**config.mk**
```make
export PLATFORM = sky130hd
export DESIGN_NAME = two_step_adc_sequencer
export DESIGN_NICKNAME = d
export VERILOG_FILES = /design/src/design/adc_seq_pkg.sv /design/src/design/chan_mux_ctrl.sv /design/src/design/two_step_adc_sequencer.sv
export SDC_FILE = /design/constraint.sdc
export NUM_CORES = 1
export LEC_CHECK = 0
export BUFFER_PORTS_ARGS = -buffer_cell sky130_fd_sc_hd__buf_2
export CAP_MARGIN = 40
export CORE_ASPECT_RATIO = 0.7
export CORE_UTILIZATION = 35
export DETAILED_ROUTE_END_ITERATION = 8
export PLACE_DENSITY = 0.54
export SYNTH_ARGS = -nofsm -noshare
export SYNTH_HDL_FRONTEND = slang
export SYNTH_HIERARCHICAL = 1
export SYNTH_SLANG_ARGS = --single-unit
```
**constraint.sdc**
```tcl
create_clock -name CLK -period 3.9 [get_ports CLK]
set_clock_uncertainty 0.15 [all_clocks]
set_input_delay 0 -clock CLK [delete_from_list [all_inputs] [get_ports CLK]]
set_output_delay 0 -clock CLK [all_outputs]
set_load 0.02 [all_outputs]
```
**src/design/adc_seq_pkg.sv**
```systemverilog
// Shared constants, phase encoding and pin-sync helper for the converter sequencer.
// Assumes one 50 MHz system clock; pins arrive unsynchronised.
package adc_seq_pkg;

   // System clock and analog timing
   localparam int CLK_PERIOD_NS  = 20;
   localparam int CHAN_SETTLE_NS = 500;
   localparam int BREAK_NS       = 44;
   // Longest time rounds down, least time rounds up, never below one cycle
   localparam int CHAN_SETTLE_CYC = (CHAN_SETTLE_NS / CLK_PERIOD_NS < 1) ? 1
                                    : CHAN_SETTLE_NS / CLK_PERIOD_NS;
   localparam int BREAK_CYC = ((BREAK_NS + CLK_PERIOD_NS - 1) / CLK_PERIOD_NS < 1) ? 1
                              : (BREAK_NS + CLK_PERIOD_NS - 1) / CLK_PERIOD_NS;
   localparam int CNT_W = 8;

   // Data path widths
   localparam int HALF_W   = 5;
   localparam int CODE_W   = 2 * HALF_W;
   localparam int CHAN_W   = 3;
   localparam int NUM_CHAN = 8;

   // Reset values and switch patterns
   localparam logic [CHAN_W-1:0]   CHAN_RESET   = 3'h0;
   localparam logic [NUM_CHAN-1:0] SWITCH_RESET = 8'h01;
   localparam logic [NUM_CHAN-1:0] SWITCH_NONE  = 8'h00;
   localparam logic [NUM_CHAN-1:0] SWITCH_ONE   = 8'h01;

   // Bit positions in the main synchroniser vector
   localparam int PIN_CONV  = 0;
   localparam int PIN_START = 1;
   localparam int PIN_SEL   = 2;
   localparam int MAIN_PINS = 3;

   // Bit positions in the address synchroniser vector
   localparam int PIN_ALE   = 3;
   localparam int ADDR_PINS = 4;

   // Idle plus the six half periods of one conversion
   typedef enum logic [2:0] {
      PH_IDLE,
      PH_SAMPLE,
      PH_COMPARE1,
      PH_AZ_A,
      PH_AZ_B,
      PH_AZ_C,
      PH_COMPARE2
   } phase_t;

   // Filtered level takes a change only once stages two and three agree
   function automatic logic [ADDR_PINS-1:0] settle(input logic [ADDR_PINS-1:0] s2,
                                                   input logic [ADDR_PINS-1:0] s3,
                                                   input logic [ADDR_PINS-1:0] filt);
      settle = ((s2 ~^ s3) & s3) | ((s2 ^ s3) & filt);
   endfunction : settle

endpackage : adc_seq_pkg

```
**src/design/chan_mux_ctrl.sv**
```systemverilog
// Channel address latch and break-before-make input switch control.
// Assumes select is already filtered on CLK and hold_rise is a one-cycle pulse.
module chan_mux_ctrl #(
   parameter int DELAY_CYC = adc_seq_pkg::CHAN_SETTLE_CYC,
   parameter int GAP_CYC   = adc_seq_pkg::BREAK_CYC
) (
   input  wire logic                              clk,
   input  wire logic                              rst,
   input  wire logic                              ce,
   input  wire logic                              latch_open,
   input  wire logic [adc_seq_pkg::CHAN_W-1:0]    sel_bits,
   input  wire logic                              select_n,
   input  wire logic                              hold_rise,
   output logic      [adc_seq_pkg::NUM_CHAN-1:0]  switch_on,
   output logic      [adc_seq_pkg::CHAN_W-1:0]    chan_active
);

   typedef struct packed {
      logic [adc_seq_pkg::ADDR_PINS-1:0] s1;
      logic [adc_seq_pkg::ADDR_PINS-1:0] s2;
      logic [adc_seq_pkg::ADDR_PINS-1:0] s3;
      logic [adc_seq_pkg::ADDR_PINS-1:0] filt;
      logic [adc_seq_pkg::CHAN_W-1:0]    latched;
      logic [adc_seq_pkg::CHAN_W-1:0]    active;
      logic [adc_seq_pkg::NUM_CHAN-1:0]  switches;
      logic [adc_seq_pkg::CNT_W-1:0]     wait_cnt;
      logic                              waiting;
      logic [adc_seq_pkg::CNT_W-1:0]     gap_cnt;
      logic                              gapping;
   } mux_state_t;

   mux_state_t st;
   mux_state_t next_st;

   always_comb begin
      next_st = st;
      next_st.s1 = {latch_open, sel_bits};
      next_st.s2 = st.s1;
      next_st.s3 = st.s2;
      next_st.filt = adc_seq_pkg::settle(st.s2, st.s3, st.filt);
      // Transparent while open and selected; last value stays after the fall
      if (next_st.filt[adc_seq_pkg::PIN_ALE] && !select_n) begin // [RULE13]
         next_st.latched = next_st.filt[adc_seq_pkg::CHAN_W-1:0]; // [RULE11]
      end
      if (st.gapping) begin
         if (st.gap_cnt == '0) begin
            next_st.gapping  = 1'b0;
            next_st.switches = adc_seq_pkg::SWITCH_ONE << st.active; // [RULE11]
         end else begin
            next_st.gap_cnt = st.gap_cnt - 1'b1;
         end
      end else if (hold_rise) begin // [RULE14]
         next_st.waiting  = 1'b1;
         next_st.wait_cnt = adc_seq_pkg::CNT_W'(DELAY_CYC - 1);
      end else if (st.waiting) begin
         if (st.wait_cnt == '0) begin
            next_st.waiting = 1'b0;
            // Old switch opens before the new one closes
            if (st.latched != st.active) begin // [RULE15]
               next_st.active   = st.latched;
               next_st.switches = adc_seq_pkg::SWITCH_NONE;
               next_st.gapping  = 1'b1;
               next_st.gap_cnt  = adc_seq_pkg::CNT_W'(GAP_CYC - 1);
            end
         end else begin
            next_st.wait_cnt = st.wait_cnt - 1'b1;
         end
      end
   end

   always_ff @(posedge clk) begin
      if (rst) begin
         st          <= '0;
         st.latched  <= adc_seq_pkg::CHAN_RESET; // [RULE12]
         st.active   <= adc_seq_pkg::CHAN_RESET;
         st.switches <= adc_seq_pkg::SWITCH_RESET;
      end else if (ce) begin
         st <= next_st;
      end
   end

   assign switch_on   = st.switches;
   assign chan_active = st.active;
endmodule : chan_mux_ctrl

```
**src/design/two_step_adc_sequencer.sv**
```systemverilog
// Sequencer for an eight-input two-step flash converter: phases, latches, channel.
// Assumes a free conversion clock pin and comparator codes settled at its edges.
// Function
// RULE1: Conversion lasts exactly three conversion clock periods
// RULE2: Hold one period, then acquire two periods
// RULE3: Next sample starts as previous conversion ends
// RULE4: First half auto-zero, second half compare
// RULE5: Coarse code ready at third half period
// RULE6: Coarse code into stage one upper half
// RULE7: Auto-zero halves three to five, compare sixth
// RULE8: Fine code into stage one lower half
// RULE9: End of conversion loads stage two latch
// RULE10: Result presented in two's complement
// RULE11: Three-bit address selects one of eight
// RULE12: Power-up selects input channel zero
// RULE13: Address transparent when open, captured on fall
// RULE14: New channel applies 500 ns after hold
// RULE15: Break before make, 44 ns gap
// RULE16: Hold timing driven out on a pin
// RULE17: Conversion clock 10 kHz to 800 kHz
// RULE18: Convert request low starts, held low repeats
// RULE19: Done pulses high at conversion end
// RULE20: Hold output pulses low at start
// RULE21: Out-of-range valid at end of conversion
// RULE22: Phases from conversion clock; stage two only
module two_step_adc_sequencer (
   input  wire logic                                  CLK,
   input  wire logic                                  RST,
   input  wire logic                                  CE,
   input  wire logic                                  CONV_CLK,
   input  wire logic                                  START_N,
   input  wire logic                                  SELECT_N,
   input  wire logic                                  LATCH_OPEN,
   input  wire logic                                  CHANNEL_SEL_BIT0,
   input  wire logic                                  CHANNEL_SEL_BIT1,
   input  wire logic                                  CHANNEL_SEL_BIT2,
   input  wire logic [adc_seq_pkg::HALF_W-1:0]        COARSE_CODE,
   input  wire logic                                  COARSE_OVER,
   input  wire logic [adc_seq_pkg::HALF_W-1:0]        FINE_CODE,
   output logic                                       HOLD_N,
   output logic                                       TRACK_HOLD,
   output logic                                       AUTOZERO,
   output logic                                       COMPARE,
   output logic                                       RESIDUE_AMP,
   output logic      [adc_seq_pkg::HALF_W-1:0]        LADDER_TAP_LEVEL,
   output logic      [adc_seq_pkg::CODE_W-1:0]        RESULT,
   output logic                                       RANGE_EXCEEDED,
   output logic                                       DONE,
   output logic      [adc_seq_pkg::NUM_CHAN-1:0]      CHANNEL_ON,
   output logic      [adc_seq_pkg::CHAN_W-1:0]        CHANNEL_ACTIVE
);

   typedef struct packed {
      logic [adc_seq_pkg::MAIN_PINS-1:0] s1;
      logic [adc_seq_pkg::MAIN_PINS-1:0] s2;
      logic [adc_seq_pkg::MAIN_PINS-1:0] s3;
      logic [adc_seq_pkg::MAIN_PINS-1:0] filt;
      adc_seq_pkg::phase_t               phase;
      logic                              req;
      logic [adc_seq_pkg::HALF_W-1:0]    upper;
      logic                              over;
      logic [adc_seq_pkg::HALF_W-1:0]    lower;
      logic [adc_seq_pkg::CODE_W-1:0]    result;
      logic                              range_exceeded;
      logic                              done;
      logic                              hold;
      logic                              autozero;
      logic                              compare;
      logic                              residue;
   } conv_state_t;

   conv_state_t st;
   conv_state_t next_st;
   logic        conv_rise;
   logic        conv_fall;
   logic        want;
   logic        start;
   logic        hold_rise;
   logic [adc_seq_pkg::ADDR_PINS-1:0] settled;

   always_comb begin
      next_st = st;
      next_st.s1 = {SELECT_N, START_N, CONV_CLK};
      next_st.s2 = st.s1;
      next_st.s3 = st.s2;
      settled = adc_seq_pkg::settle({1'b0, st.s2}, {1'b0, st.s3}, {1'b0, st.filt});
      next_st.filt = settled[adc_seq_pkg::MAIN_PINS-1:0];
      // Every phase step hangs off a filtered conversion clock edge
      conv_rise = next_st.filt[adc_seq_pkg::PIN_CONV] & ~st.filt[adc_seq_pkg::PIN_CONV]; // [RULE22]
      conv_fall = ~next_st.filt[adc_seq_pkg::PIN_CONV] & st.filt[adc_seq_pkg::PIN_CONV];
      // Short low pulse is remembered; held low keeps it asserted
      want = ~st.filt[adc_seq_pkg::PIN_START] & ~st.filt[adc_seq_pkg::PIN_SEL]; // [RULE18]
      start = conv_rise && st.req &&
              (st.phase == adc_seq_pkg::PH_IDLE || st.phase == adc_seq_pkg::PH_COMPARE2);
      next_st.done = 1'b0;
      // Request taken at start; a request still present wins over the clear
      if (want) begin
         next_st.req = 1'b1;
      end else if (start) begin
         next_st.req = 1'b0;
      end
      unique case (st.phase)
         adc_seq_pkg::PH_IDLE: begin
            if (start) begin
               next_st.phase = adc_seq_pkg::PH_SAMPLE; // [RULE1]
            end
         end
         adc_seq_pkg::PH_SAMPLE: begin
            if (conv_fall) begin
               next_st.phase = adc_seq_pkg::PH_COMPARE1; // [RULE4]
            end
         end
         adc_seq_pkg::PH_COMPARE1: begin
            if (conv_rise) begin
               next_st.phase = adc_seq_pkg::PH_AZ_A; // [RULE5]
               next_st.upper = COARSE_CODE; // [RULE6]
               next_st.over  = COARSE_OVER;
            end
         end
         adc_seq_pkg::PH_AZ_A: begin
            if (conv_fall) begin
               next_st.phase = adc_seq_pkg::PH_AZ_B; // [RULE7]
            end
         end
         adc_seq_pkg::PH_AZ_B: begin
            if (conv_rise) begin
               next_st.phase = adc_seq_pkg::PH_AZ_C;
            end
         end
         adc_seq_pkg::PH_AZ_C: begin
            if (conv_fall) begin
               next_st.phase = adc_seq_pkg::PH_COMPARE2; // [RULE7]
            end
         end
         adc_seq_pkg::PH_COMPARE2: begin
            if (conv_rise) begin
               next_st.lower = FINE_CODE; // [RULE8]
               // Stage two loads only here, so pins never show a half result
               next_st.result = {~st.upper[adc_seq_pkg::HALF_W-1],
                                 st.upper[adc_seq_pkg::HALF_W-2:0],
                                 FINE_CODE}; // [RULE9] [RULE10] [RULE22]
               next_st.range_exceeded = st.over; // [RULE21]
               next_st.done  = 1'b1; // [RULE19]
               // Overlap: the edge that ends one conversion samples the next
               next_st.phase = start ? adc_seq_pkg::PH_SAMPLE : adc_seq_pkg::PH_IDLE; // [RULE3]
            end
         end
         default: begin
            next_st.phase = adc_seq_pkg::PH_IDLE;
         end
      endcase
      next_st.hold = (next_st.phase == adc_seq_pkg::PH_SAMPLE) ||
                     (next_st.phase == adc_seq_pkg::PH_COMPARE1); // [RULE2]
      next_st.autozero = (next_st.phase == adc_seq_pkg::PH_SAMPLE) ||
                         (next_st.phase == adc_seq_pkg::PH_AZ_A) ||
                         (next_st.phase == adc_seq_pkg::PH_AZ_B) ||
                         (next_st.phase == adc_seq_pkg::PH_AZ_C); // [RULE4] [RULE7]
      next_st.compare = (next_st.phase == adc_seq_pkg::PH_COMPARE1) ||
                        (next_st.phase == adc_seq_pkg::PH_COMPARE2);
      next_st.residue = (next_st.phase == adc_seq_pkg::PH_AZ_A) ||
                        (next_st.phase == adc_seq_pkg::PH_AZ_B) ||
                        (next_st.phase == adc_seq_pkg::PH_AZ_C) ||
                        (next_st.phase == adc_seq_pkg::PH_COMPARE2);
      hold_rise = CE & st.hold & ~next_st.hold;
   end

   always_ff @(posedge CLK) begin
      if (RST) begin
         st       <= '0;
         // Idle-high pins start inactive so reset cannot fake a request
         st.s1    <= '1;
         st.s2    <= '1;
         st.s3    <= '1;
         st.filt  <= '1;
      end else if (CE) begin
         st <= next_st;
      end
   end

   chan_mux_ctrl #(
      .DELAY_CYC (adc_seq_pkg::CHAN_SETTLE_CYC),
      .GAP_CYC   (adc_seq_pkg::BREAK_CYC)
   ) u_chan (
      .clk         (CLK),
      .rst         (RST),
      .ce          (CE),
      .latch_open  (LATCH_OPEN),
      .sel_bits    ({CHANNEL_SEL_BIT2, CHANNEL_SEL_BIT1, CHANNEL_SEL_BIT0}),
      .select_n    (st.filt[adc_seq_pkg::PIN_SEL]),
      .hold_rise   (hold_rise),
      .switch_on   (CHANNEL_ON),
      .chan_active (CHANNEL_ACTIVE)
   );

   assign HOLD_N           = ~st.hold; // [RULE16] [RULE20]
   assign TRACK_HOLD       = st.hold;
   assign AUTOZERO         = st.autozero;
   assign COMPARE          = st.compare;
   assign RESIDUE_AMP      = st.residue;
   assign LADDER_TAP_LEVEL = st.upper;
   assign RESULT           = st.result;
   assign RANGE_EXCEEDED   = st.range_exceeded;
   assign DONE             = st.done;

   // Helper: conversion clock rises seen since the last start
   logic [1:0] rise_cnt;
   always_ff @(posedge CLK) begin
      if (RST) begin
         rise_cnt <= 2'h0;
      end else if (CE) begin
         if (start) begin
            rise_cnt <= 2'h0;
         end else if (conv_rise && st.phase != adc_seq_pkg::PH_IDLE) begin
            rise_cnt <= rise_cnt + 2'h1;
         end
      end
   end
endmodule : two_step_adc_sequencer

```
==> impl_metrics.json <==
{
  "status": "finished with violations",
  "violations": "DRC",
  "r2r-end": "u_chan/switch_on[5]$_SDFFE_PP0P_",
  "mostFrequentLayoutCells": "dfxtp_1, buf_2, nor2_1",
  "antenna_left": 0,
  "grt_pass1_vias": 2950,
  "netlist_top_cells_area": "dfxtp_1, mux2i_1, buf_4",
  "start_kind": "flop",
  "globalRouteOverflowTotal": 0,
  "rsz0062_at_grt": "no",
  "grt_start_max_net_pins": 50,
  "critPathArrivalTime_ns": 3.58,
  "fin_util_pct": 41.66,
  "finalHoldViolCount": 0,
  "die_w_um": 133.3,
  "fin_crit_sh_pct": 89.88,
  "synthAdderAreaFrac_pct": 2.963,
  "postSynthAreaPerCell_um2": 9.240,
  "slowest_stage": "a211oi_2",
  "slew_violations": 0,
  "report.final.setup_viol": 0,
  "yosysTopAreaCell": "dfxtp_1",
  "fin_cells": 655,
  "synthMuxAreaShare_pct": 12.33,
  "dpl_cell_area_um2": 4395,
  "drt_wl_total_um": 8477,
  "firstDrtPassIters": 6,
  "worstPathRequired_ns": 3.98,
  "holdPathEnd": "LADDER_TAP_LEVEL[4]$_SDFFE_PP0P_",
  "critPathMaxStageDelay_ns": 0.52,
  "r2r-start": "st[34]$_SDFFE_PP1P_",
  "ys_seq_elements": 86,
  "postCtsSetupRepairBufs": 0,
  "path_clk_slew_ns": 0.06,
  "yosysSeqAreaShare_pct": 40.77,
  "num_vias": 3203,
  "cp_top_family": "compound AO/OA/AOI/OAI gates",
  "crit_buf_inv": 1,
  "cap_viol_max_count": 0,
  "die_area_um2": 12520,
  "netlist_area_um2": 4223,
  "cts-hold-fix-buffers": 19,
  "clkLatencyLatePin_ns": 0.34,
  "final_common_cell": "dfxtp_1",
  "worst_pin_slew_ns": 0.8590,
  "whs_path_depth": 2,
  "yosysWarningCount": 6,
  "core_um2": 11730,
  "gr-usage-met1_pct": 19.13,
  "vias_per_cell": 4.890,
  "grt_util_met3_pct": 4.477,
  "cp.depth": 10,
  "syn-instance-count": 457,
  "hold_class": "input pin to flop",
  "fp.dieH_um": 93.90,
  "avgRoutedWirePerCell_um": 12.94,
  "endpoint_kind": "flop",
  "io_buffer_count": 53,
  "gp_congestion": 0.8525,
  "fin_crit_ns": 3.505,
  "fmax_mhz": 285.3,
  "rows": 33,
  "maxSlewHeadroom_pct": 42.67,
  "nFillCells": 1168,
  "vdd_drop_max_v": 0.0002477,
  "synth_nets": 488,
  "antenna_found_initial": 0,
  "cts_tree": "built",
  "h-tree-depth": 3,
  "drt-initial-drc-count": 199,
  "hpwl_um": 5727,
  "ys.flop_type": "dfxtp_1",
  "hp-start": "RST",
  "drive_gt1_share_pct": 19.88,
  "synth_edf_count": 0,
  "crit_fanout": 9,
  "busiest_layer": "met2",
  "synth_top_area_share_pct": 40.77,
  "grt_pass1_wl_um": 14120,
  "crit_type": "flop to flop",
  "regToRegSetupSlack_ns": 0.39,
  "reg2regPathDepth": 10,
  "register_area_um2": 1722,
  "diodes": 0,
  "yosys.area_share.xor_xnor_pct": 1.452,
  "powerDensity_nw_per_um2": 383.6,
  "start_util_pct": 36.01,
  "synth_cell_type_count": 67,
  "grt_use_total_pct": 14.23,
  "clock_path_buffers": 2,
  "power.leakage_uw": 0.002030,
  "root_buffer": "clkbuf_16",
  "fin_setup_tns_ns": 0,
  "synth_compound_area_share_pct": 15.08,
  "drcViolationCount": 2,
  "cts_buffers": 9,
  "use_met2_pct": 21.53,
  "fin_nets": 524,
  "synth_top_family_by_area": "simple AND/OR/NAND/NOR gates",
  "ios": 54,
  "multi_input_area_um2": 2130,
  "design_area_um2": 4885,
  "post-place-cells": 620,
  "syn_to_final_growth_pct": 15.67,
  "synth-async-reset-ratio_pct": 0,
  "yosys.area_share.simple_pct": 18.61,
  "worstPathCellList": "ha_1 -> nor3b_2 -> o22ai_1 -> a21oi_1 -> xnor2_1 -> a211oi_2 -> inv_1 -> nand3_2 -> o21a_1 -> mux2_4",
  "ctsResizeCount": 0,
  "clock-sinks": 86
}
-- layout make-up --
type,instances,share of cell area [%]
Inverter,18,1.383
Clock buffer,9,4.611
Multi-Input combinational cell,304,43.60
Timing Repair Buffer,74,9.631
Tap cell,157,4.022
Clock inverter,7,1.511
Sequential cell,86,35.25
-- per-stage QoR --
step	setup slack, ns	power [uW]	hold WS, ns
floorplan	1.070	1003	-0.02161
CTS	0.4187	1915	0.02143
global route	0.1171	1964	0.03476
detailed placement	0.4843	1032	0.07002
global placement	0.5472	1030	0.06543
finish	0.3947	1874	0.006268
-- how the worst max path moves through the flow --
stage	startpoint	slack [ns]	endpoint
6_report	st[34]$_SDFFE_PP1P_	0.39	u_chan/switch_on[5]$_SDFFE_PP0P_
5_1_grt	next_st[34]$_SDFFE_PP1P_	0.12	u_chan/switch_on[5]$_SDFFE_PP0P_
4_1_cts	st[34]$_SDFFE_PP1P_	0.42	u_chan/switch_on[5]$_SDFFE_PP0P_
3_5_place_dp	next_st[34]$_SDFFE_PP1P_	0.48	u_chan/switch_on[3]$_SDFFE_PP0P_
3_3_place_gp	st[34]$_SDFFE_PP1P_	0.55	u_chan/switch_on[4]$_SDFFE_PP0P_
2_1_floorplan	st[34]$_SDFFE_PP1P_	1.07	u_chan/st[11]$_SDFFE_PP0P_
-- cell usage after synthesis (all sizes together) (3+ instances only) --
master,n
a211oi,10
a21oi,28
buf,37
clkbuf,12
dfxtp,86
ha,10
inv,18
mux2,6
mux2i,43
nand2,29
nand2b,11
nor2,51
nor2b,11
nor3,15
o21a,6
o21ai,17
o31ai,3
or3,4
or4,3
or4b,4
xor2,5
-- layer usage --
layer	vias up	wire length, um
met3	7	396
met4	0	63
met1	1471	4349
met2	59	3668
met5	-	0
li1	1666	-
-- report_power, final --
| part | switching, uW | internal (uW) | total (uW) |
|---|---|---|---|
| combinational | 65.1 | 54.2 | 119 |
| clock | 350 | 498 | 848 |
| sequential | 13.3 | 894 | 907 |
| total | 428 | 1450 | 1870 |
-- registers in the layout, indices dropped and copies added, names as in the netlist --
| name | flops |
|---|---|
| next_st | 6 |
| st | 11 |
| u_chan/st | 29 |
| u_chan/switch_on | 8 |
| LADDER_TAP_LEVEL | 5 |
| RESIDUE_AMP | 1 |
| AUTOZERO | 1 |
| RESULT | 10 |
| TRACK_HOLD | 1 |
| RANGE_EXCEEDED | 1 |
| DONE | 1 |
| COMPARE | 1 |
| u_chan/next_st | 8 |
| u_chan/chan_active | 3 |
-- logic make-up (layout without fill, tap and decap cells) --
family,Yosys count,in the layout
simple gates,146,146
flops,86,86
xor+xnor,7,7
mux,49,49
buf+inv,67,108
compound gates,92,92
fa+ha+maj,10,10
(Power assumes the default switching activity.)
